**config.mk**
```make
export PLATFORM = sky130hd
export DESIGN_NAME = srseq_top
export DESIGN_NICKNAME = d
export VERILOG_FILES = /design/src/rtl/srseq_top.v
export VERILOG_INCLUDE_DIRS = /design/src /design/src/rtl
export SDC_FILE = /design/constraint.sdc
export NUM_CORES = 1
export LEC_CHECK = 0
export BUFFER_PORTS_ARGS = -buffer_cell sky130_fd_sc_hd__buf_2
export CAP_MARGIN = 15
export CORE_MARGIN = 4
export CORE_UTILIZATION = 50
export CTS_CLUSTER_DIAMETER = 80
export CTS_CLUSTER_SIZE = 24
export DETAILED_ROUTE_END_ITERATION = 6
export PLACE_DENSITY = 0.83
export SLEW_MARGIN = 15
export SYNTH_ARGS = -nofsm -noshare
export SYNTH_HDL_FRONTEND = slang
export SYNTH_SLANG_ARGS = --single-unit
export TNS_END_PERCENT = 30
```
**constraint.sdc**
```tcl
create_clock -name sys_clk -period 6.7 [get_ports sys_clk]
set_input_delay 1.34 -clock sys_clk [delete_from_list [all_inputs] [get_ports sys_clk]]
set_output_delay 1.34 -clock sys_clk [all_outputs]
set_load 0.05 [all_outputs]
```
**src/rtl/srseq_defs.vh**
```
`ifndef SRSEQ_DEFS_VH
`define SRSEQ_DEFS_VH

// ==========================================================
// register map (word index on the plain register port)
`define SRSEQ_ADDR_W        4
`define SRSEQ_REG_CTL       4'h0
`define SRSEQ_REG_STS       4'h1
`define SRSEQ_REG_MBSTS     4'h2
`define SRSEQ_REG_LINK      4'h3
`define SRSEQ_REG_EEP       4'h4
`define SRSEQ_REG_RST       4'h5
`define SRSEQ_REG_STICKY    4'h6

// ==========================================================
// control register fields
`define SRSEQ_CTL_SOFT_FUNDAMENTAL_RESET_BIT      0
`define SRSEQ_CTL_HRST      1
`define SRSEQ_CTL_HALT      2
`define SRSEQ_CTL_DHRSTSEI  3
`define SRSEQ_CTL_USBR      4
`define SRSEQ_CTL_DSBR      5

// ==========================================================
// management bus status fields
`define SRSEQ_MB_DONE       0
`define SRSEQ_MB_ERR        1
`define SRSEQ_MB_ERRC_LSB   4
`define SRSEQ_MB_ERRC_MSB   7

// ==========================================================
// switch mode codes
`define SRSEQ_MODE_NORM     3'h0
`define SRSEQ_MODE_EEP      3'h1
`define SRSEQ_MODE_LAT      3'h2
`define SRSEQ_MODE_EEPLAT   3'h3

// ==========================================================
// timing
`define SRSEQ_CLK_MHZ       250
`define SRSEQ_TRAIN_MS      20
`define SRSEQ_RETRY_MS      100
`define SRSEQ_CYC_PER_MS    (`SRSEQ_CLK_MHZ * 1000)
`define SRSEQ_MB_SLOW_KHZ   100
`define SRSEQ_MB_FAST_KHZ   400

`endif

```
**src/rtl/srseq_top.v**
```verilog
// Chosen here: the address map and the strobed register port.
`timescale 1ns/1ns
`include "srseq_defs.vh"
module srseq_top
#(
    parameter NPORT     = 5,
    parameter TRAIN_CYC = `SRSEQ_TRAIN_MS * `SRSEQ_CYC_PER_MS,
    parameter RETRY_CYC = `SRSEQ_RETRY_MS * `SRSEQ_CYC_PER_MS
)
(
    // clock and reset
    input  wire                     sys_clk,
    input  wire                     rst,
    // reset pin and straps
    input  wire                     fundamental_reset_pin_n,
    input  wire [2:0]               switch_op_mode_straps,
    input  wire                     reset_halt,
    input  wire                     master_mgmt_bus_slow_strap,
    input  wire [3:0]               slave_mgmt_bus_addr_straps,
    // register port
    input  wire [`SRSEQ_ADDR_W-1:0] reg_addr,
    input  wire [31:0]              reg_wdata,
    input  wire                     reg_wr,
    input  wire                     reg_rd,
    output reg  [31:0]              reg_rdata_ff,
    // hot reset sources
    input  wire                     hot_reset_req,
    // pll and bus handshakes
    input  wire                     pll_lock,
    input  wire                     slave_bus_ready,
    input  wire                     master_bus_ready,
    // eeprom loader
    input  wire                     eep_wr,
    input  wire [`SRSEQ_ADDR_W-1:0] eep_addr,
    input  wire [31:0]              eep_wdata,
    input  wire                     eep_done,
    input  wire                     eep_err,
    input  wire [3:0]               eep_err_code,
    // internal resets
    output reg                      pll_rst_ff,
    output reg                      train_en_ff,
    output reg                      stack_rst_ff,
    output reg                      quasi_rst_ff,
    output reg                      slave_bus_rst_ff,
    output reg                      master_bus_rst_ff,
    output reg                      master_bus_slow_ff,
    output reg  [3:0]               slave_bus_addr_ff,
    output reg                      eep_start_ff,
    output reg                      core_rst_ff,
    output reg                      us_hot_rst_ff,
    output reg  [NPORT-1:0]         ds_hot_rst_ff,
    output reg  [NPORT-1:0]         retrain_ff,
    output reg  [2:0]               op_mode_ff,
    output reg                      low_latency_ff,
    output reg                      train_late_ff,
    output reg                      retry_late_ff
);

// ==========================================================
// one-hot states
localparam S_WAIT  = 9'h001;
localparam S_PLL   = 9'h002;
localparam S_TRAIN = 9'h004;
localparam S_QUASI = 9'h008;
localparam S_SLAVE = 9'h010;
localparam S_MAST  = 9'h020;
localparam S_EEP   = 9'h040;
localparam S_HALT  = 9'h080;
localparam S_RUN   = 9'h100;

localparam CW = 32;

// ==========================================================
// pin synchronisers
reg  [1:0] pin_sync_ff;
reg  [1:0] halt_sync_ff;
reg  [1:0] slow_sync_ff;
reg  [5:0] mode_sync0_ff;
reg  [5:0] mode_sync1_ff;
reg        pin_n_q;
reg        halt_q;
reg        slow_q;
reg  [2:0] mode_q;
reg  [3:0] addr_q;

always @(posedge sys_clk or posedge rst)
begin
    if (rst)
    begin
        pin_sync_ff   <= 2'h0;
        halt_sync_ff  <= 2'h0;
        slow_sync_ff  <= 2'h0;
        mode_sync0_ff <= 6'h00;
        mode_sync1_ff <= 6'h00;
        addr_q        <= 4'h0;
    end
    else
    begin
        pin_sync_ff   <= {pin_sync_ff[0], fundamental_reset_pin_n};
        halt_sync_ff  <= {halt_sync_ff[0], reset_halt};
        slow_sync_ff  <= {slow_sync_ff[0], master_mgmt_bus_slow_strap};
        mode_sync0_ff <= {switch_op_mode_straps[2:0], 3'h0};
        mode_sync1_ff <= mode_sync0_ff;
        addr_q        <= slave_mgmt_bus_addr_straps;
    end
end

// second stages feed logic; address straps go through a two-stage pipe below
reg [3:0] addr_sync_ff;
always @(posedge sys_clk or posedge rst)
begin
    if (rst)
        addr_sync_ff <= 4'h0;
    else
        addr_sync_ff <= addr_q;
end

always @*
begin
    pin_n_q = pin_sync_ff[1];
    halt_q  = halt_sync_ff[1];
    slow_q  = slow_sync_ff[1];
    mode_q  = mode_sync1_ff[5:3];
end

// ==========================================================
// state and registers
reg  [8:0]       state_ff;
reg  [8:0]       nxt_state;
reg  [CW-1:0]    tmr_ff;
reg              pin_seen_ff;
reg              soft_pend_ff;
reg              halt_ctl_ff;
reg              halt_sts_ff;
reg              dhrstsei_ff;
reg              mb_done_ff;
reg              mb_err_ff;
reg  [3:0]       mb_errc_ff;
reg  [31:0]      sticky_ff;
reg  [NPORT-1:0] retrain_req;
reg              hot_q;
reg              hot_ff;
reg              eep_mode;
reg              fund;

wire sw_wr  = reg_wr;
wire ld_wr  = eep_wr && (state_ff == S_EEP);
wire ctl_w  = sw_wr && (reg_addr == `SRSEQ_REG_CTL);
wire ctl_lw = ld_wr && (eep_addr == `SRSEQ_REG_CTL);
wire [31:0] ctl_d = ctl_lw ? eep_wdata : reg_wdata;

always @*
begin
    eep_mode = (op_mode_ff == `SRSEQ_MODE_EEP) || (op_mode_ff == `SRSEQ_MODE_EEPLAT);
    fund     = !pin_n_q || soft_pend_ff;
    hot_q    = hot_reset_req || ((ctl_w || ctl_lw) && ctl_d[`SRSEQ_CTL_HRST]);
end

// low latency follows the mode register in the same cycle; reserved codes never select it
wire strap_take   = (state_ff == S_WAIT) && !fund && pin_seen_ff;
wire mode_lat_new = (mode_q == `SRSEQ_MODE_LAT) || (mode_q == `SRSEQ_MODE_EEPLAT);
wire mode_lat_cur = (op_mode_ff == `SRSEQ_MODE_LAT) || (op_mode_ff == `SRSEQ_MODE_EEPLAT);

// ==========================================================
// sequencer
always @*
begin
    nxt_state = state_ff;
    case (state_ff)
        S_WAIT:  if (!fund)                nxt_state = S_PLL;
        S_PLL:   if (pll_lock)             nxt_state = S_TRAIN;
        S_TRAIN:                           nxt_state = S_QUASI;
        S_QUASI:                           nxt_state = S_SLAVE;
        S_SLAVE: if (slave_bus_ready)      nxt_state = S_MAST;
        S_MAST:  if (master_bus_ready)
                     nxt_state = (eep_mode && !(hot_ff && dhrstsei_ff)) ? S_EEP : S_HALT;
        S_EEP:   if (eep_done || eep_err)  nxt_state = S_HALT;
        S_HALT:  if (!halt_ctl_ff)         nxt_state = S_RUN;
        S_RUN:                             nxt_state = S_RUN;
        default:                           nxt_state = S_WAIT;
    endcase
    if (fund)
        nxt_state = S_WAIT;
    else if (hot_q && state_ff == S_RUN)
        nxt_state = S_TRAIN;
end

always @(posedge sys_clk or posedge rst)
begin
    if (rst)
    begin
        state_ff     <= S_WAIT;
        tmr_ff       <= {CW{1'b0}};
        pin_seen_ff  <= 1'b1;
        soft_pend_ff <= 1'b0;
        op_mode_ff   <= `SRSEQ_MODE_NORM;
        halt_sts_ff  <= 1'b0;
        halt_ctl_ff  <= 1'b0;
        dhrstsei_ff  <= 1'b0;
        mb_done_ff   <= 1'b0;
        mb_err_ff    <= 1'b0;
        mb_errc_ff   <= 4'h0;
        sticky_ff    <= 32'h0000_0000;
        hot_ff       <= 1'b0;
        slave_bus_addr_ff  <= 4'h0;
        master_bus_slow_ff <= 1'b0;
        train_late_ff      <= 1'b0;
        retry_late_ff      <= 1'b0;
    end
    else
    begin
        state_ff <= nxt_state;
        // soft reset acts the cycle after the write, once the write has completed
        if (ctl_w && reg_wdata[`SRSEQ_CTL_SOFT_FUNDAMENTAL_RESET_BIT])
            soft_pend_ff <= 1'b1;
        else if (state_ff == S_WAIT)
            soft_pend_ff <= 1'b0;
        if (!pin_n_q)
            pin_seen_ff <= 1'b1;
        // bus status, sticky and dhrstsei are cleared in every cycle of S_WAIT, not only at its end
        if (state_ff == S_WAIT)
        begin
            sticky_ff   <= 32'h0000_0000;
            dhrstsei_ff <= 1'b0;
            mb_done_ff  <= 1'b0;
            mb_err_ff   <= 1'b0;
            mb_errc_ff  <= 4'h0;
        end
        if (state_ff == S_WAIT && !fund)
        begin
            tmr_ff <= {CW{1'b0}};
            hot_ff <= 1'b0;
            if (pin_seen_ff)
            begin
                op_mode_ff         <= mode_q;
                halt_sts_ff        <= halt_q;
                halt_ctl_ff        <= halt_q;
                master_bus_slow_ff <= slow_q;
                slave_bus_addr_ff  <= addr_sync_ff;
                pin_seen_ff        <= 1'b0;
            end
        end
        else if (state_ff != S_RUN && tmr_ff != {CW{1'b1}})
            tmr_ff <= tmr_ff + 1'b1;
        if (nxt_state == S_TRAIN && state_ff == S_RUN)
        begin
            hot_ff    <= 1'b1;                                   // sticky kept
            tmr_ff    <= {CW{1'b0}};
            mb_done_ff <= 1'b0;
        end
        // watchdog flags for the 20 ms and 100 ms windows
        if (state_ff == S_PLL && tmr_ff >= TRAIN_CYC)
            train_late_ff <= 1'b1;
        if ((state_ff == S_PLL || state_ff == S_TRAIN) && tmr_ff >= RETRY_CYC)
            retry_late_ff <= 1'b1;
        // control register: set by load error wins over software clear
        if (state_ff == S_EEP && eep_err)
            halt_ctl_ff <= 1'b1;
        else if (ctl_w || ctl_lw)
        begin
            halt_ctl_ff <= ctl_d[`SRSEQ_CTL_HALT];
            dhrstsei_ff <= ctl_d[`SRSEQ_CTL_DHRSTSEI];
        end
        if (state_ff == S_EEP && (eep_done || eep_err))
            mb_done_ff <= 1'b1;
        if (state_ff == S_EEP && eep_err)
        begin
            mb_err_ff  <= 1'b1;
            mb_errc_ff <= eep_err_code;
        end
        if ((sw_wr && reg_addr == `SRSEQ_REG_STICKY) ||
            (ld_wr && eep_addr == `SRSEQ_REG_STICKY))
            sticky_ff <= ld_wr ? eep_wdata : reg_wdata;
    end
end

// ==========================================================
// outputs from flip-flops
always @*
begin
    retrain_req = {NPORT{1'b0}};
    if (sw_wr && reg_addr == `SRSEQ_REG_LINK)
        retrain_req = reg_wdata[NPORT-1:0];
    if (ld_wr && eep_addr == `SRSEQ_REG_LINK)
        retrain_req = eep_wdata[NPORT-1:0];
end

wire ctl_any = ctl_w || ctl_lw;

always @(posedge sys_clk or posedge rst)
begin
    if (rst)
    begin
        pll_rst_ff        <= 1'b1;
        train_en_ff       <= 1'b0;
        stack_rst_ff      <= 1'b1;
        quasi_rst_ff      <= 1'b0;
        slave_bus_rst_ff  <= 1'b1;
        master_bus_rst_ff <= 1'b1;
        eep_start_ff      <= 1'b0;
        core_rst_ff       <= 1'b1;
        us_hot_rst_ff     <= 1'b0;
        ds_hot_rst_ff     <= {NPORT{1'b0}};
        retrain_ff        <= {NPORT{1'b0}};
        low_latency_ff    <= 1'b0;
    end
    else
    begin
        pll_rst_ff        <= (nxt_state == S_WAIT);
        train_en_ff       <= !(nxt_state == S_WAIT || nxt_state == S_PLL);
        // test modes (reserved codes) keep the stacks in reset
        stack_rst_ff      <= (nxt_state == S_WAIT || nxt_state == S_PLL ||
                              nxt_state == S_TRAIN || op_mode_ff[2]);
        quasi_rst_ff      <= !(nxt_state == S_WAIT || nxt_state == S_PLL ||
                               nxt_state == S_TRAIN || nxt_state == S_RUN ||
                               op_mode_ff[2]);
        slave_bus_rst_ff  <= (nxt_state == S_WAIT || nxt_state == S_PLL ||
                              nxt_state == S_TRAIN || nxt_state == S_QUASI);
        master_bus_rst_ff <= !(nxt_state == S_MAST || nxt_state == S_EEP ||
                               nxt_state == S_HALT || nxt_state == S_RUN);
        eep_start_ff      <= (nxt_state == S_EEP) && (state_ff != S_EEP);
        core_rst_ff       <= (nxt_state != S_RUN);
        us_hot_rst_ff     <= ctl_any && ctl_d[`SRSEQ_CTL_USBR];
        ds_hot_rst_ff     <= (ctl_any && ctl_d[`SRSEQ_CTL_DSBR]) ?
                             ctl_d[8+NPORT-1:8] : {NPORT{1'b0}};
        retrain_ff        <= retrain_req;
        low_latency_ff    <= strap_take ? mode_lat_new : mode_lat_cur;
    end
end

// ==========================================================
// register read, data in the cycle after the strobe
always @(posedge sys_clk or posedge rst)
begin
    if (rst)
        reg_rdata_ff <= 32'h0000_0000;
    else if (reg_rd)
    begin
        case (reg_addr)
            `SRSEQ_REG_CTL:
                reg_rdata_ff <= {26'h0, 2'h0, dhrstsei_ff, halt_ctl_ff, 2'h0};
            `SRSEQ_REG_STS:
                reg_rdata_ff <= {22'h0, slave_bus_addr_ff, master_bus_slow_ff,
                                 halt_sts_ff, 1'b0, op_mode_ff};
            `SRSEQ_REG_MBSTS:
                reg_rdata_ff <= {24'h0, mb_errc_ff, 2'h0, mb_err_ff, mb_done_ff};
            `SRSEQ_REG_RST:
                reg_rdata_ff <= {23'h0, state_ff};
            `SRSEQ_REG_STICKY:
                reg_rdata_ff <= sticky_ff;
            default:
                reg_rdata_ff <= 32'h0000_0000;
        endcase
    end
    else
        reg_rdata_ff <= 32'h0000_0000;
end

endmodule

```
* Yosys cells after proc, flatten, opt, wreduce, memory -nomap -nowiden
Cells that the tools add are included.
Word-level totals: register bits 167, latch bits 0, bits in writable memories 0, ROM bits 0, memories kept 0, logic and storage cells 173, output and inout port bits 62, input bits 97
Operators by class: divide/modulo/power cells 0, $add $sub $neg 1, $lt $le $gt $ge 2, reduce and logical (&&, ||, !) cells 59, eq/ne operators 33, shift operators 0, $mul 0, bitwise gates (word level) 0, muxes and demuxes 41
Operator list (count):
- 32-bit 2-to-1 mux | 7
- 32-bit case mux with 5 select lines | 1
- 9-bit case mux with 9 select lines | 1
- 9-bit 2-to-1 mux | 7
- 32-bit by 1-bit adder with 32-bit output (second input constant) | 1
- 32-bit by 23-bit greater-or-equal comparator with 1-bit output (second input constant) | 1
- 32-bit by 25-bit greater-or-equal comparator with 1-bit output (second input constant) | 1
- 32-bit != test (second input constant) | 1
- 1-bit logical AND | 23
- 9-bit by 1-bit == test with 1-bit output (second input constant) | 2
- 9-bit by 2-bit == test with 1-bit output (second input constant) | 2
- 9-bit by 3-bit == test with 1-bit output (second input constant) | 2
- 9-bit by 4-bit == test with 1-bit output (second input constant) | 2
- 9-bit by 6-bit == test with 1-bit output (second input constant) | 2
- 9-bit by 7-bit == test with 1-bit output (second input constant) | 2
- 9-bit by 8-bit == test with 1-bit output (second input constant) | 2
- 9-bit == test (second input constant) | 2
- 1-bit logical OR | 18
- 1-bit 2-to-1 mux | 18
- 9-bit != test (second input constant) | 2
- 5-bit 2-to-1 mux | 3
- 13-bit 2-to-1 mux | 1
- 3-bit by 2-bit == test with 1-bit output (second input constant) | 4
- 4-bit by 2-bit == test with 1-bit output (second input constant) | 3
- 12 further kinds | 28

* Longest topological paths before layout
Gate-level depths: netlist of the first run.
depth in word-level cells 15, depth in mapped cells 9, mapped depth without buffers 7

* Least setup slack after synthesis of the first run
Ideal clock, no wire load.
kind input to register, start point input port reg_addr[1], end point register tmr_ff[4], data arrival time 2.902 ns, setup time 0.119 ns, path slack 3.679 ns, required time 6.581 ns, cell stages on the path 9, buffers on the path 3, path through clkbuf_1 -> nor2_1 -> and3_1 -> clkbuf_1 -> a211oi_1 -> a211o_4 -> a21oi_4 -> buf_6 -> nor2_1
On the way: cells in the longest elaborated chain, start to end 11, elaborated cells on any way between the ends 12, those cells by class eq/ne: 1; mux: 3; reduce/logical: 8
Ends and longest elaborated chain:
- start, declared | line srseq_top.v:21 | input wire [`SRSEQ_ADDR_W-1:0] reg_addr,
- 4-bit zero test *
- 1-bit logical AND * | line srseq_top.v:148 | wire ctl_w = sw_wr && (reg_addr == `SRSEQ_REG_CTL);
- 1-bit logical OR * | line srseq_top.v:156 | hot_q = hot_reset_req || ((ctl_w || ctl_lw) && ctl_d[`SRSEQ_CTL_HRST]);
- 1-bit logical AND * | line srseq_top.v:156
- 1-bit logical OR * | line srseq_top.v:156
- 1-bit logical AND * | line srseq_top.v:184 | else if (hot_q && state_ff == S_RUN)
- 9-bit 2-to-1 mux * | line srseq_top.v:184
- 9-bit 2-to-1 mux * | line srseq_top.v:182 | if (fund)
- 9-bit by 3-bit == test with 1-bit output * | line srseq_top.v:245 | if (nxt_state == S_TRAIN && state_ff == S_RUN)
- 1-bit logical AND * | line srseq_top.v:245
- 3-bit nonzero test (no source line) or 32-bit 2-to-1 mux (tied branches)
- end signal, assigned | line srseq_top.v:193 | tmr_ff <= {CW{1'b0}};
- end signal, assigned | line srseq_top.v:244 | tmr_ff <= tmr_ff + 1'b1;
- end signal, assigned | line srseq_top.v:248 | tmr_ff <= {CW{1'b0}};
- end, declared | line srseq_top.v:130 | reg [CW-1:0] tmr_ff;
Mark *: on every way between the ends. The rest lies on a longest branch, timed or not. A chain may end at the register's enable or synchronous reset.

* Worst setup path after layout of the first run
start point input port eep_addr[0], end point register tmr_ff[27]
On the way: cells in the longest elaborated chain, start to end 11, elaborated cells on any way between the ends 13, those cells by class eq/ne: 1; mux: 4; reduce/logical: 8
Ends and longest elaborated chain:
- start, declared | line srseq_top.v:34 | input wire [`SRSEQ_ADDR_W-1:0] eep_addr,
- 4-bit zero test (no source line) *
- 1-bit logical AND * | line srseq_top.v:149 | wire ctl_lw = ld_wr && (eep_addr == `SRSEQ_REG_CTL);
- 13-bit 2-to-1 mux or 1-bit logical OR (tied branches) | line srseq_top.v:150, srseq_top.v:156
- 1-bit logical AND * | line srseq_top.v:156
- 1-bit logical OR * | line srseq_top.v:156
- 1-bit logical AND * | line srseq_top.v:184
- 9-bit 2-to-1 mux * | line srseq_top.v:184
- 9-bit 2-to-1 mux * | line srseq_top.v:182
- 9-bit by 3-bit == test with 1-bit output * | line srseq_top.v:245
- 1-bit logical AND * | line srseq_top.v:245
- 3-bit nonzero test (no source line) or 32-bit 2-to-1 mux (tied branches)
Marked as above.

==> summary.md, run 1 <==
| Metric | Value |
|---|---|
| Filler cell count | 1,189 |
| Vias in the first global route | 6,279 |
| Met2 routed WL | 9049 um |
| Worst R2R Start | state_ff[1]$_DFF_PP0_ |
| Area of the multi-input gates | 3259 um^2 |
| Unrepaired setup endpoints after global routing | false |
| WS Path Type | in2reg |
| Initial antenna violation count | 1 |
| First-pass GRT wire length | 31,490 um |
| Final WS setup | 3215 ps |
| Area grow syn2layout | 19.66% |
| Starting Density | 0.5194 |
| Reg clk slew, reported paths | 60 ps |
| Outcome | finished clean |
| NumNets Final | 977 |
| Worst Max-Slew Pin Slew | 1024 ps |
| Highest Clock Rate | 287.0 MHz |
| Ys Warns | 0 |
| CTS resizes | 0 |
| Max clock buf depth | 2 |
| Sequential cell area fraction in the yosys report | 0.5464 |
| Sw frac | 0.3037 |
| Post-synth EDFFs | 0 |
| Hold WC Path Type | reg2reg |
| Placed cells | 1,043 |
| Worst path top cell family by delay | compound AO/OA/AOI/OAI gates |
| Endpoint class of the critical path | flip-flop |
| Die X | 131.8 um |
| Root Buffer | clkbuf_16 |
| Worst Setup Start Kind | input port |
| I/O Buffers | 158 |
| Wire per inst | 17.55 um |
| Post-synthesis cell type with the largest combined area | dfrtp_1 |
| Fin Hold WS | 347.8 ps |
| Final Hold Violating Endpoints | 0 |
| Worst Hold Path Cells | 0 |
| Vert. Die Dim | 131.8 um |
| Clock power share | 0.388 |
| Synth cell types | 62 |
| Post-DP HPWL | 13,000 um |
| Vias | 6,210 |
| Ys flop type | dfrtp_1 |
| Setup TNS | 0 ps |
| Top post-synthesis cells by area | dfrtp_1, mux2i_1, o21ai_0, nor2_1, nand3_1 |
| GRT Resource Usage Total | 0.2235 |
| R2R cell count | 6 |
| Core area | 14,750 um^2 |
| CTS buffer count | 17 |
| Hold Path End | addr_sync_ff[2]$_DFF_PP0_ |
| Clk sinks | 167 |
| Worst path slowest cell | a21oi_4 |
| Final std cells w/o fill | 1,074 |
| TritonCTS clock tree | built |
| Worst setup slack after placement | 2755 ps |
| Leakage | 4.498 nW |
| Register area | 4188 um^2 |
| Worst IR drop on VDD | 351.7 uV |
| HP Start | addr_q[2]$_DFF_PP0_ |
| Crit path max fanout | 31 |
| Logic pwr share | 0.178 |
| Share of layout cells above drive strength 1 | 0.2618 |
| Number of synthesized register bits | 167 |
| Minimum clock period | 3485 ps |
| H-Tree Depth | 4 |
| Post-route ant nets | 0 |
| Sequential cell fraction of total power | 0.434 |
| Row cnt | 44 |
| WP data arrival | 3760 ps |
| Post-synthesis cell count | 743 |
| Hold_buf cts | 0 |
| P_int | 0.001850 W |
| Ant diodes | 0 |
| Syn_nets | 842 |
| Initial drt markers | 462 |
| Tcrit/Tclk final | 0.5201 |
| CP peak stage delay | 670 ps |
| Via density | 5.782 |
| Yosys top cell area share | 0.5224 |
| Largest net degree at the start of global routing | 85 |
| Post-CTS setup buffer count | 0 |
| Relative slew slack | 0.3172 |
| Worst Path Buf+Inv | 1 |
| Post-Syn Area | 7664 um^2 |
| Drc violations | 0 |
| Grt ovf | 0 |
| PwrDens | 289.8 nW/um^2 |
| Slew Limit Fails | 0 |
| Sw power | 0.0008071 W |
| Drt pass-1 iters | 6 |
| Met3 Wirelength | 1253 um |
| Uppermost layer routed | met5 |
| Worst skew pair latency | 430 ps |
| CP cell instances | buf_2 > nor4_1 > and4_1 > a211oi_1 > a211o_4 > a21oi_4 > nor2_1 |
| Metal-1 WL | 8013 um |
| FF-to-FF End | tmr_ff[27]$_DFFE_PP0P_ |
| Clk_skew | 7.240 ps |
| Die area | 17,370 um^2 |
| Required time worst endpoint | 6970 ps |
| Most common cell after layout, fill and taps aside | dfrtp_1 |
| Ys async rst share | 1.000 |
| IO Count | 159 |
| Most frequent cells in the layout | dfrtp_1, buf_2, nor2_1, nand2_1, o21ai_0 |
| Syn_area_per_cell | 10.31 um^2 |
| Drt total wl | 18,850 um |
| R2r setup slk | 3400 ps |
| GPL Wtd Cong | 0.9113 |
| Final setup viols | 0 |
| Max_cap viols | 0 |
-- cell families after synthesis --
logic type               after synthesis  share of synthesized area
adder cells (fa/ha/maj)                2                   0.003265
XOR/XNOR                              33                    0.03771
AO/OA/AOI/OAI                        117                    0.09601
AND/OR/NAND/NOR                      319                     0.2178
buffers and inverters                 55                    0.03102
flip-flops                           167                     0.5464
multiplexers                          50                    0.06776
-- worst max path at each step --
stage / startpoint / endpoint / slack, ps / cells past startpoint
final: eep_addr[0] / tmr_ff[27]$_DFFE_PP0P_ / 3220 / 7
after floorplan: rst / addr_q[0]$_DFF_PP0_ / 850 / 1
after global routing: eep_addr[0] / tmr_ff[27]$_DFFE_PP0P_ / 3030 / 7
after CTS: eep_addr[0] / tmr_ff[27]$_DFFE_PP0P_ / 3190 / 7
after detailed placement: eep_addr[0] / tmr_ff[27]$_DFFE_PP0P_ / 2750 / 7
after global placement: eep_addr[0] / tmr_ff[22]$_DFFE_PP0P_ / 2820 / 7
-- registers in the layout, summed over array words and instances (netlist names), 2 cells and up --
signal	cells
addr_q	4
sticky_ff	32
halt_sync_ff	2
pin_sync_ff	2
tmr_ff	32
addr_sync_ff	4
slow_sync_ff	2
ds_hot_rst_ff	5
mb_errc_ff	4
reg_rdata_ff	32
mode_sync0_ff	3
slave_bus_addr_ff	4
retrain_ff	5
mode_sync1_ff	3
op_mode_ff	3
state_ff	9
-- area by class of cell --
cell class / count / share of cell area
multi-input cells: 521 / 0.3554
repair buffers: 164 / 0.09114
well taps: 184 / 0.02511
clock inverters: 13 / 0.02142
flip-flops and latches: 167 / 0.4567
clock buffers: 18 / 0.04680
inverters: 7 / 0.003411
-- power groups by stage --
stage          sequential (W)  combinational (W)  clock (W)
2_1_floorplan         0.00127           0.000231          0
3_3_place_gp          0.00117           0.000460          0
3_5_place_dp          0.00117           0.000469          0
4_1_cts               0.00115           0.000474    0.00104
5_1_grt               0.00117           0.000510    0.00109
6_report              0.00115           0.000473    0.00103
-- Yosys cell counts (all sizes together), types with 8 or more instances --
library cell	instances
a21oi	18
a22oi	8
and2	26
and3	8
buf	13
clkbuf	35
dfrtp	160
mux2	15
mux2i	35
nand2	66
nand2b	10
nand3	52
nand4	11
nor2	71
nor3	19
nor4	11
o21ai	59
xnor2	12
xor2	21
-- routing by layer --
layer | vias to the layer above | GRT usage
li1 | 2888 | -
met1 | 3023 | 0.2880
met2 | 250 | 0.3653
met3 | 47 | 0.05267
met4 | 2 | 0.09393
met5 | - | 0
-- per-stage QoR --
stage / total power, W / util / area, um^2
finish: 0.002658 / 0.6215 / 9170
global route: 0.002768 / 0.6215 / 9170
CTS: 0.002670 / 0.6215 / 9170
detailed placement: 0.001638 / 0.5791 / 8544
global placement: 0.001626 / 0.5791 / 8544
floorplan: 0.001501 / - / 7664
Note: power is estimated with default switching activity, not from simulation.
==> run 2: changes to the inputs <==
--- a/config.mk
+++ b/config.mk
@@ -6,6 +6,7 @@
 export SDC_FILE = /design/constraint.sdc
 export NUM_CORES = 1
 export LEC_CHECK = 0
+export ABC_AREA = 1
 export BUFFER_PORTS_ARGS = -buffer_cell sky130_fd_sc_hd__buf_2
 export CAP_MARGIN = 15
 export CORE_MARGIN = 4
@@ -13,7 +14,7 @@
 export CTS_CLUSTER_DIAMETER = 80
 export CTS_CLUSTER_SIZE = 24
 export DETAILED_ROUTE_END_ITERATION = 6
-export PLACE_DENSITY = 0.83
+export PLACE_DENSITY = 0.82
 export SLEW_MARGIN = 15
 export SYNTH_ARGS = -nofsm -noshare
 export SYNTH_HDL_FRONTEND = slang
==> constraint.sdc (replaced) <==
create_clock -name sys_clk -period 3.5 [get_ports sys_clk]
set_input_delay 0.7 -clock sys_clk [delete_from_list [all_inputs] [get_ports sys_clk]]
set_output_delay 0.7 -clock sys_clk [all_outputs]
set_load 0.05 [all_outputs]
==> run 2 against run 1 <==
- register-to-register slack got worse by 2300 ps
- global-route usage increased by 0.48 points
- worst hold slack lost 25 ps
- non-clock buffer count rose by 1
- sequential power is 90% higher
- synthesized cell count increased by 26%
- flip-flop and latch count stayed put
- critical path type is now reg2reg
==> summary.md, run 2 <==
| Metric | Value |
|---|---|
| Grt ovf | 0 (unchanged) |
| Fin Hold WS | 322.8 ps (-24.99 ps) |
| Most common cell after layout, fill and taps aside | nand2_1 |
| GPL Wtd Cong | 0.9434 (+3.5%) |
| Row cnt | 46 (+4.5%) |
| PwrDens | 520.0 nW/um^2 (+79%) |
| Register area | 4188 um^2 (unchanged) |
| CTS resizes | 0 (unchanged) |
| Worst Max-Slew Pin Slew | 1035 ps (+11.11 ps) |
| Ys flop type | dfrtp_1 |
| Critical Path Most Common Cell | nand2_4 |
| Synth cell types | 56 (-9.7%) |
| CP cell instances | nor2_4 > nand3_4 > nor2_8 > nand2_4 > clkinv_2 > nand2_1 > nand2_4 > inv_2 > nand2_4 > o32ai_1 |
| Worst IR drop on VDD | 352.5 uV (+0.24%) |
| Die X | 135.7 um (+3.0%) |
| Initial drt markers | 607 (+31%) |
| Final WS setup | 1100 ps (-2115 ps) |
| Die area | 18,410 um^2 (+6.0%) |
| Syn_area_per_cell | 8.738 um^2 (-15%) |
| First-pass GRT wire length | 33,240 um (+5.6%) |
| Top post-synthesis cells by area | dfrtp_1, nand2_1, nor2_1, inv_1, o32ai_2 |
| Relative slew slack | 0.3090 (-0.008167) |
| Ys async rst share | 1.000 (unchanged) |
| CTS buffer count | 17 (unchanged) |
| Post-DP HPWL | 15,330 um (+18%) |
| Area grow syn2layout | 19.41% |
| TritonCTS clock tree | built |
| Final Hold Violating Endpoints | 0 (unchanged) |
| GRT Resource Usage Total | 0.2283 (+0.004777) |
| Filler cell count | 1,371 (+15%) |
| Worst setup slack after placement | 980.5 ps (-1774 ps) |
| Worst skew pair latency | 420 ps (about the same) |
| Most common cell in the netlist | nand2_1 |
| WS Path Type | reg2reg |
| Worst Path Buf+Inv | 2 (+1) |
| Post-Syn Area | 8153 um^2 (+6.4%) |
| Initial antenna violation count | 0 (-1) |
| Drt total wl | 20,650 um (+9.5%) |
| Post-synth EDFFs | 0 (unchanged) |
| Most instantiated cells after synthesis | nand2_1, dfrtp_1, nor2_1, inv_1, nand3_1 |
| Leakage | 4.765 nW (+5.9%) |
| H-Tree Depth | 4 (unchanged) |
| Largest regs | reg_rdata_ff x32, sticky_ff x32, tmr_ff x32 |
| Number of synthesized register bits | 167 (unchanged) |
| WP data arrival | 2710 ps (-1050 ps) |
| Crit path max fanout | 33 (+6.5%) |
| Compound-gate portion of the synthesized area | 0.1162 (+0.02018) |
| Worst path top cell family by delay | simple AND/OR/NAND/NOR gates |
| Area of the multi-input gates | 3309 um^2 (+1.5%) |
| Required time worst endpoint | 3810 ps (-3160 ps) |
| Post-Synth Adder-Cell Area | 0.003069 (-0.0001959) |
| Slew Limit Fails | 0 (unchanged) |
| Wire per inst | 15.60 um (-11%) |
| Yosys top cell area share | 0.4911 (-0.03135) |
| Drt pass-1 iters | 6 (unchanged) |
| Reg clk slew, reported paths | 60 ps (about the same) |
| Starting Density | 0.5114 (-0.008040) |
| Worst path slowest cell | dfstp_2 |
| Minimum clock period | 2400 ps |
| Syn_nets | 1,032 (+23%) |
| Unrepaired setup endpoints after global routing | false |
| Multiplexer share of the synthesized area | 0 (-0.06776) |
| Hold WC Path Type | in2async |
| Core area | 15,940 um^2 (+8.1%) |
| IO Count | 159 (unchanged) |
| Largest net degree at the start of global routing | 85 (unchanged) |
| Post-synthesis cell type with the largest combined area | dfrtp_1 |
| Max clock buf depth | 2 (unchanged) |
| CP peak stage delay | 560 ps (-110 ps) |
| Max_cap viols | 0 (unchanged) |
| Clk_skew | 11.81 ps (+4.567 ps) |
| Share of layout cells above drive strength 1 | 0.2518 (-0.009993) |
| Post-synthesis cell count | 933 (+26%) |
| Hold_buf cts | 0 (unchanged) |
| Post-route ant nets | 0 (unchanged) |
| Synth Area in XOR/XNOR | 0.01826 (-0.01945) |
| Root Buffer | clkbuf_16 |
| Tcrit/Tclk final | 0.6857 |
| Synth Area in Simple Gates | 0.2684 (+0.05062) |
| Drc violations | 0 (unchanged) |
| Vias | 7,053 (+14%) |
| Ys Warns | 0 (unchanged) |
| Setup TNS | 0 ps (unchanged) |
| NumNets Final | 1,194 (+22%) |
| Largest family of logic cells by synthesized area | simple AND/OR/NAND/NOR gates |
| Outcome | finished clean |
| Endpoint class of the critical path | flip-flop |
| Ant diodes | 0 (unchanged) |
| I/O Buffers | 158 (unchanged) |
| Post-CTS setup buffer count | 0 (unchanged) |
| Vert. Die Dim | 135.7 um (+3.0%) |
| Final setup viols | 0 (unchanged) |
| Clk sinks | 167 (unchanged) |
| Vias in the first global route | 6,790 (+8.1%) |
| Most frequent cells in the layout | nand2_1, dfrtp_1, buf_2, nor2_1, inv_1 |
| Highest Clock Rate | 416.7 MHz |
| Worst Setup Start Kind | flip-flop |
| Via density | 5.327 (-7.9%) |
| Sequential cell area fraction in the yosys report | 0.5137 (-0.03279) |
## run 2: final timing paths
check	start	end	slack, ps	cells past startpoint
worst min-delay path	rst	tmr_ff[6]$_DFFE_PP0P_	320	2
worst max-delay path	state_ff[0]$_DFF_PP1_	sticky_ff[31]$_DFFE_PP0P_	1100	10
max in group asynchronous	rst	sticky_ff[29]$_DFFE_PP0P_	2370	3
worst min register to register	addr_q[3]$_DFF_PP0_	addr_sync_ff[3]$_DFF_PP0_	340	0
worst max register to register	state_ff[0]$_DFF_PP1_	sticky_ff[31]$_DFFE_PP0P_	1100	10
min in group sys_clk	addr_q[3]$_DFF_PP0_	addr_sync_ff[3]$_DFF_PP0_	340	0
## run 2: cells by family (layout without fill, tap and decap cells)
| family | after synthesis | count (layout) |
|---|---|---|
| compound gates | 126 | 126 |
| flops | 167 | 167 |
| simple gates | 465 | 465 |
| fa+ha+maj | 2 | 2 |
| buf+inv | 156 | 331 |
| xor+xnor | 17 | 17 |
## run 2: layout make-up
class,instances,share of cell area
Tap cell,216,0.02776
Inverter,134,0.05218
Clock buffer,23,0.05012
Sequential cell,167,0.4302
Clock inverter,9,0.01195
Multi-Input combinational cell,610,0.3399
Timing Repair Buffer,165,0.08791
## run 2: per-stage QoR
step / area [um^2] / cells / utilization / total power [W]
detailed placement: 9131 / 1292 / 0.5728 / 0.003208
floorplan: 8157 / 933 / - / 0.002946
global placement: 9131 / 1292 / 0.5728 / 0.003185
CTS: 9736 / 1324 / 0.6107 / 0.005096
global route: 9736 / 1324 / 0.6107 / 0.005277
finish: 9736 / 1324 / 0.6107 / 0.005063
## run 2: power breakdown
part,internal [W],switching [W]
Clock,0.00113,0.000755
Combinational,0.000255,0.000728
Sequential,0.00208,0.000113
Total,0.00347,0.00160
## run 2: per-layer routing
metal,global-route usage,part of all wire
met5,0,0
met4,0.06663,0.018
met3,0.04792,0.077
met2,0.3941,0.49
met1,0.2909,0.41
==> run 3: changes to the inputs <==
--- a/config.mk
+++ b/config.mk
@@ -6,7 +6,7 @@
 export SDC_FILE = /design/constraint.sdc
 export NUM_CORES = 1
 export LEC_CHECK = 0
-export ABC_AREA = 1
+export ABC_AREA = 0
 export BUFFER_PORTS_ARGS = -buffer_cell sky130_fd_sc_hd__buf_2
 export CAP_MARGIN = 15
 export CORE_MARGIN = 4
@@ -14,7 +14,7 @@
 export CTS_CLUSTER_DIAMETER = 80
 export CTS_CLUSTER_SIZE = 24
 export DETAILED_ROUTE_END_ITERATION = 6
-export PLACE_DENSITY = 0.82
+export PLACE_DENSITY = 0.86
 export SLEW_MARGIN = 15
 export SYNTH_ARGS = -nofsm -noshare
 export SYNTH_HDL_FRONTEND = slang
==> constraint.sdc (replaced) <==
create_clock -name sys_clk -period 2.2 [get_ports sys_clk]
set_input_delay 0.44 -clock sys_clk [delete_from_list [all_inputs] [get_ports sys_clk]]
set_output_delay 0.44 -clock sys_clk [all_outputs]
set_load 0.05 [all_outputs]
==> run 3 against run 2 <==
- the flow now finishes with violations (setup timing)
- cell area up 3.9%
- worst setup slack lost 1200 ps
- register-to-register slack worse by 1200 ps
- global-route usage rose by 0.36 points
- die area decreased by 5.7%
- sequential share of layout area decreased by 1.6 points
- via count decreased by 4.7%
- worst hold slack got worse by 210 ps
- critical endpoint is now tmr_ff[27]$_DFFE_PP0P_
==> summary.md, run 3 (synthesized netlist as in run 1, its figures left out) <==
| Metric | Value |
|---|---|
| Die area | 17,370 um^2 (-5.7%) |
| Core area | 14,750 um^2 (-7.5%) |
| Max clock buf depth | 2 (unchanged) |
| Largest regs | reg_rdata_ff x32, sticky_ff x32, tmr_ff x32 |
| Via density | 5.772 (+8.4%) |
| H-Tree Depth | 4 (unchanged) |
| WP data arrival | 2580 ps (-130 ps) |
| Area after DPL | 9111 um^2 (-0.22%) |
| I/O Buffers | 158 (unchanged) |
| Unrepaired setup endpoints after global routing | true |
| Grt ovf | 0 (unchanged) |
| Outcome | complete, but fails checks |
| Most frequent cells in the layout | buf_2, dfrtp_1, buf_4, nor2_1, nand2_1 |
| Area grow syn2layout | 32.03% |
| Final core utilization | 0.6858 (+0.07515) |
| Post-DP HPWL | 14,090 um (-8.0%) |
| Drc violations | 0 (unchanged) |
| Clk sinks | 167 (unchanged) |
| Initial drt markers | 658 (+8.4%) |
| Worst Setup Start Kind | flip-flop |
| IO Count | 159 (unchanged) |
| Vias | 6,719 (-4.7%) |
| Worst skew pair latency | 430 ps (about the same) |
| Tcrit/Tclk final | 1.032 (+0.3465) |
| Pwr Total | 0.008250 W (+63%) |
| Clk_skew | 14.53 ps (+2.725 ps) |
| Final std cells w/o fill | 1,164 (-12%) |
| Slew Limit Fails | 0 (unchanged) |
| Required time worst endpoint | 2510 ps (-1300 ps) |
| Leakage | 4.985 nW (+4.6%) |
| Max_cap viols | 0 (unchanged) |
| Starting Density | 0.5194 (+0.008040) |
| WS Path Type | reg2reg |
| Hold WC Path Type | in2reg |
| GRT Resource Usage Total | 0.2319 (+0.003582) |
| Worst Max-Slew Pin Slew | 678.9 ps (-356.5 ps) |
| First-pass GRT wire length | 32,640 um (-1.8%) |
| Minimum clock period | 2271 ps (-129.2 ps) |
| Initial antenna violation count | 1 (+1) |
| Vert. Die Dim | 131.8 um (-2.9%) |
| Most common cell after layout, fill and taps aside | buf_2 |
| Root Buffer | clkbuf_16 |
| Final setup viols | 47 (+47) |
| GPL Wtd Cong | 0.9356 (-0.83%) |
| TritonCTS clock tree | built |
| Reg clk slew, reported paths | 60 ps (about the same) |
| Worst IR drop on VDD | 1059 uV (+200%) |
| Wire per inst | 17.88 um (+15%) |
| Relative slew slack | 0.5474 (+0.2384) |
| Share of layout cells above drive strength 1 | 0.3718 (+0.1200) |
| Drt pass-1 iters | 5 (-1) |
| NumNets Final | 1,065 (-11%) |
| Fin Hold WS | 114.4 ps (-208.4 ps) |
| Placed cells | 1,112 (-14%) |
| Highest Clock Rate | 440.4 MHz (+5.7%) |
| Drt total wl | 20,810 um (+0.77%) |
| Final Hold Violating Endpoints | 0 (unchanged) |
| Crit path max fanout | 31 (-6.1%) |
| Vias in the first global route | 6,596 (-2.9%) |
| Hold_buf cts | 0 (unchanged) |
| Row cnt | 44 (-4.3%) |
| Post-route ant nets | 0 (unchanged) |
| PwrDens | 815.4 nW/um^2 (+57%) |
| Final WS setup | -70.79 ps (-1171 ps) |
| Failing checks | setup timing |
| CTS buffer count | 17 (unchanged) |
| Die X | 131.8 um (-2.9%) |
| Largest net degree at the start of global routing | 84 (-1.2%) |
| Endpoint class of the critical path | flip-flop |
| Design area | 10,120 um^2 (+3.9%) |
run 3: metrics by stage:
stage	setup TNS, ps	setup slack [ps]
2_1_floorplan	-72460	-361.0
3_3_place_gp	-2914	-104.8
3_5_place_dp	-6427	-213.3
4_1_cts	-958.2	-47.53
5_1_grt	-7423	-175.7
6_report	-2209	-70.79
run 3: critical path: stages (launching register included):
cell and delay (ps):
dfrtp_2 450, or4_4 530, or3_4 410, a211o_4 320, a21oi_4 180, buf_12 200
nor2_1 70
run 3: repair_timing:
item | CTS | global route
gates resized for setup | 11 | 67
endpoints found under the setup margin | 93 | 92
gates cloned | 1 | 5
setup buffers | 6 | 7
pin swaps | 10 | 19
run 3: power breakdown:
group	internal (W)	switching (W)
sequential	0.00330	0.000189
combinational	0.000700	0.00118
clock	0.00159	0.00130
run 3: metal layers:
metal / GRT usage / up-vias / routed length (um)
li1: - / 3069 / -
met1: 0.2886 / 3325 / 8337
met2: 0.3828 / 276 / 10470
met3: 0.06260 / 49 / 1367
met4: 0.1009 / 0 / 636
met5: 0 / - / 0
run 3: final timing paths:
kind	startpoint	endpoint	slack, ps	cells past startpoint
max	state_ff[2]$_DFF_PP0_	tmr_ff[27]$_DFFE_PP0P_	-70	6
max in group asynchronous	rst	state_ff[2]$_DFF_PP0_	1420	3
min	slave_mgmt_bus_addr_straps[1]	addr_q[1]$_DFF_PP0_	110	1
min reg2reg	addr_q[1]$_DFF_PP0_	addr_sync_ff[1]$_DFF_PP0_	350	0
min in group asynchronous	rst	tmr_ff[12]$_DFFE_PP0P_	130	3
max reg2reg	state_ff[2]$_DFF_PP0_	tmr_ff[27]$_DFFE_PP0P_	-70	6
run 3: final cells by class:
class | instances | area (um^2)
tap | 184 | 230.2
fill | 1045 | 4636
clock buffer | 18 | 429.2
sequential | 167 | 4190
multi-input combinational | 522 | 3503
clock inverter | 14 | 138.9
timing repair buffer | 251 | 1594
inverter | 7 | 30.03
antenna | 1 | 2.502
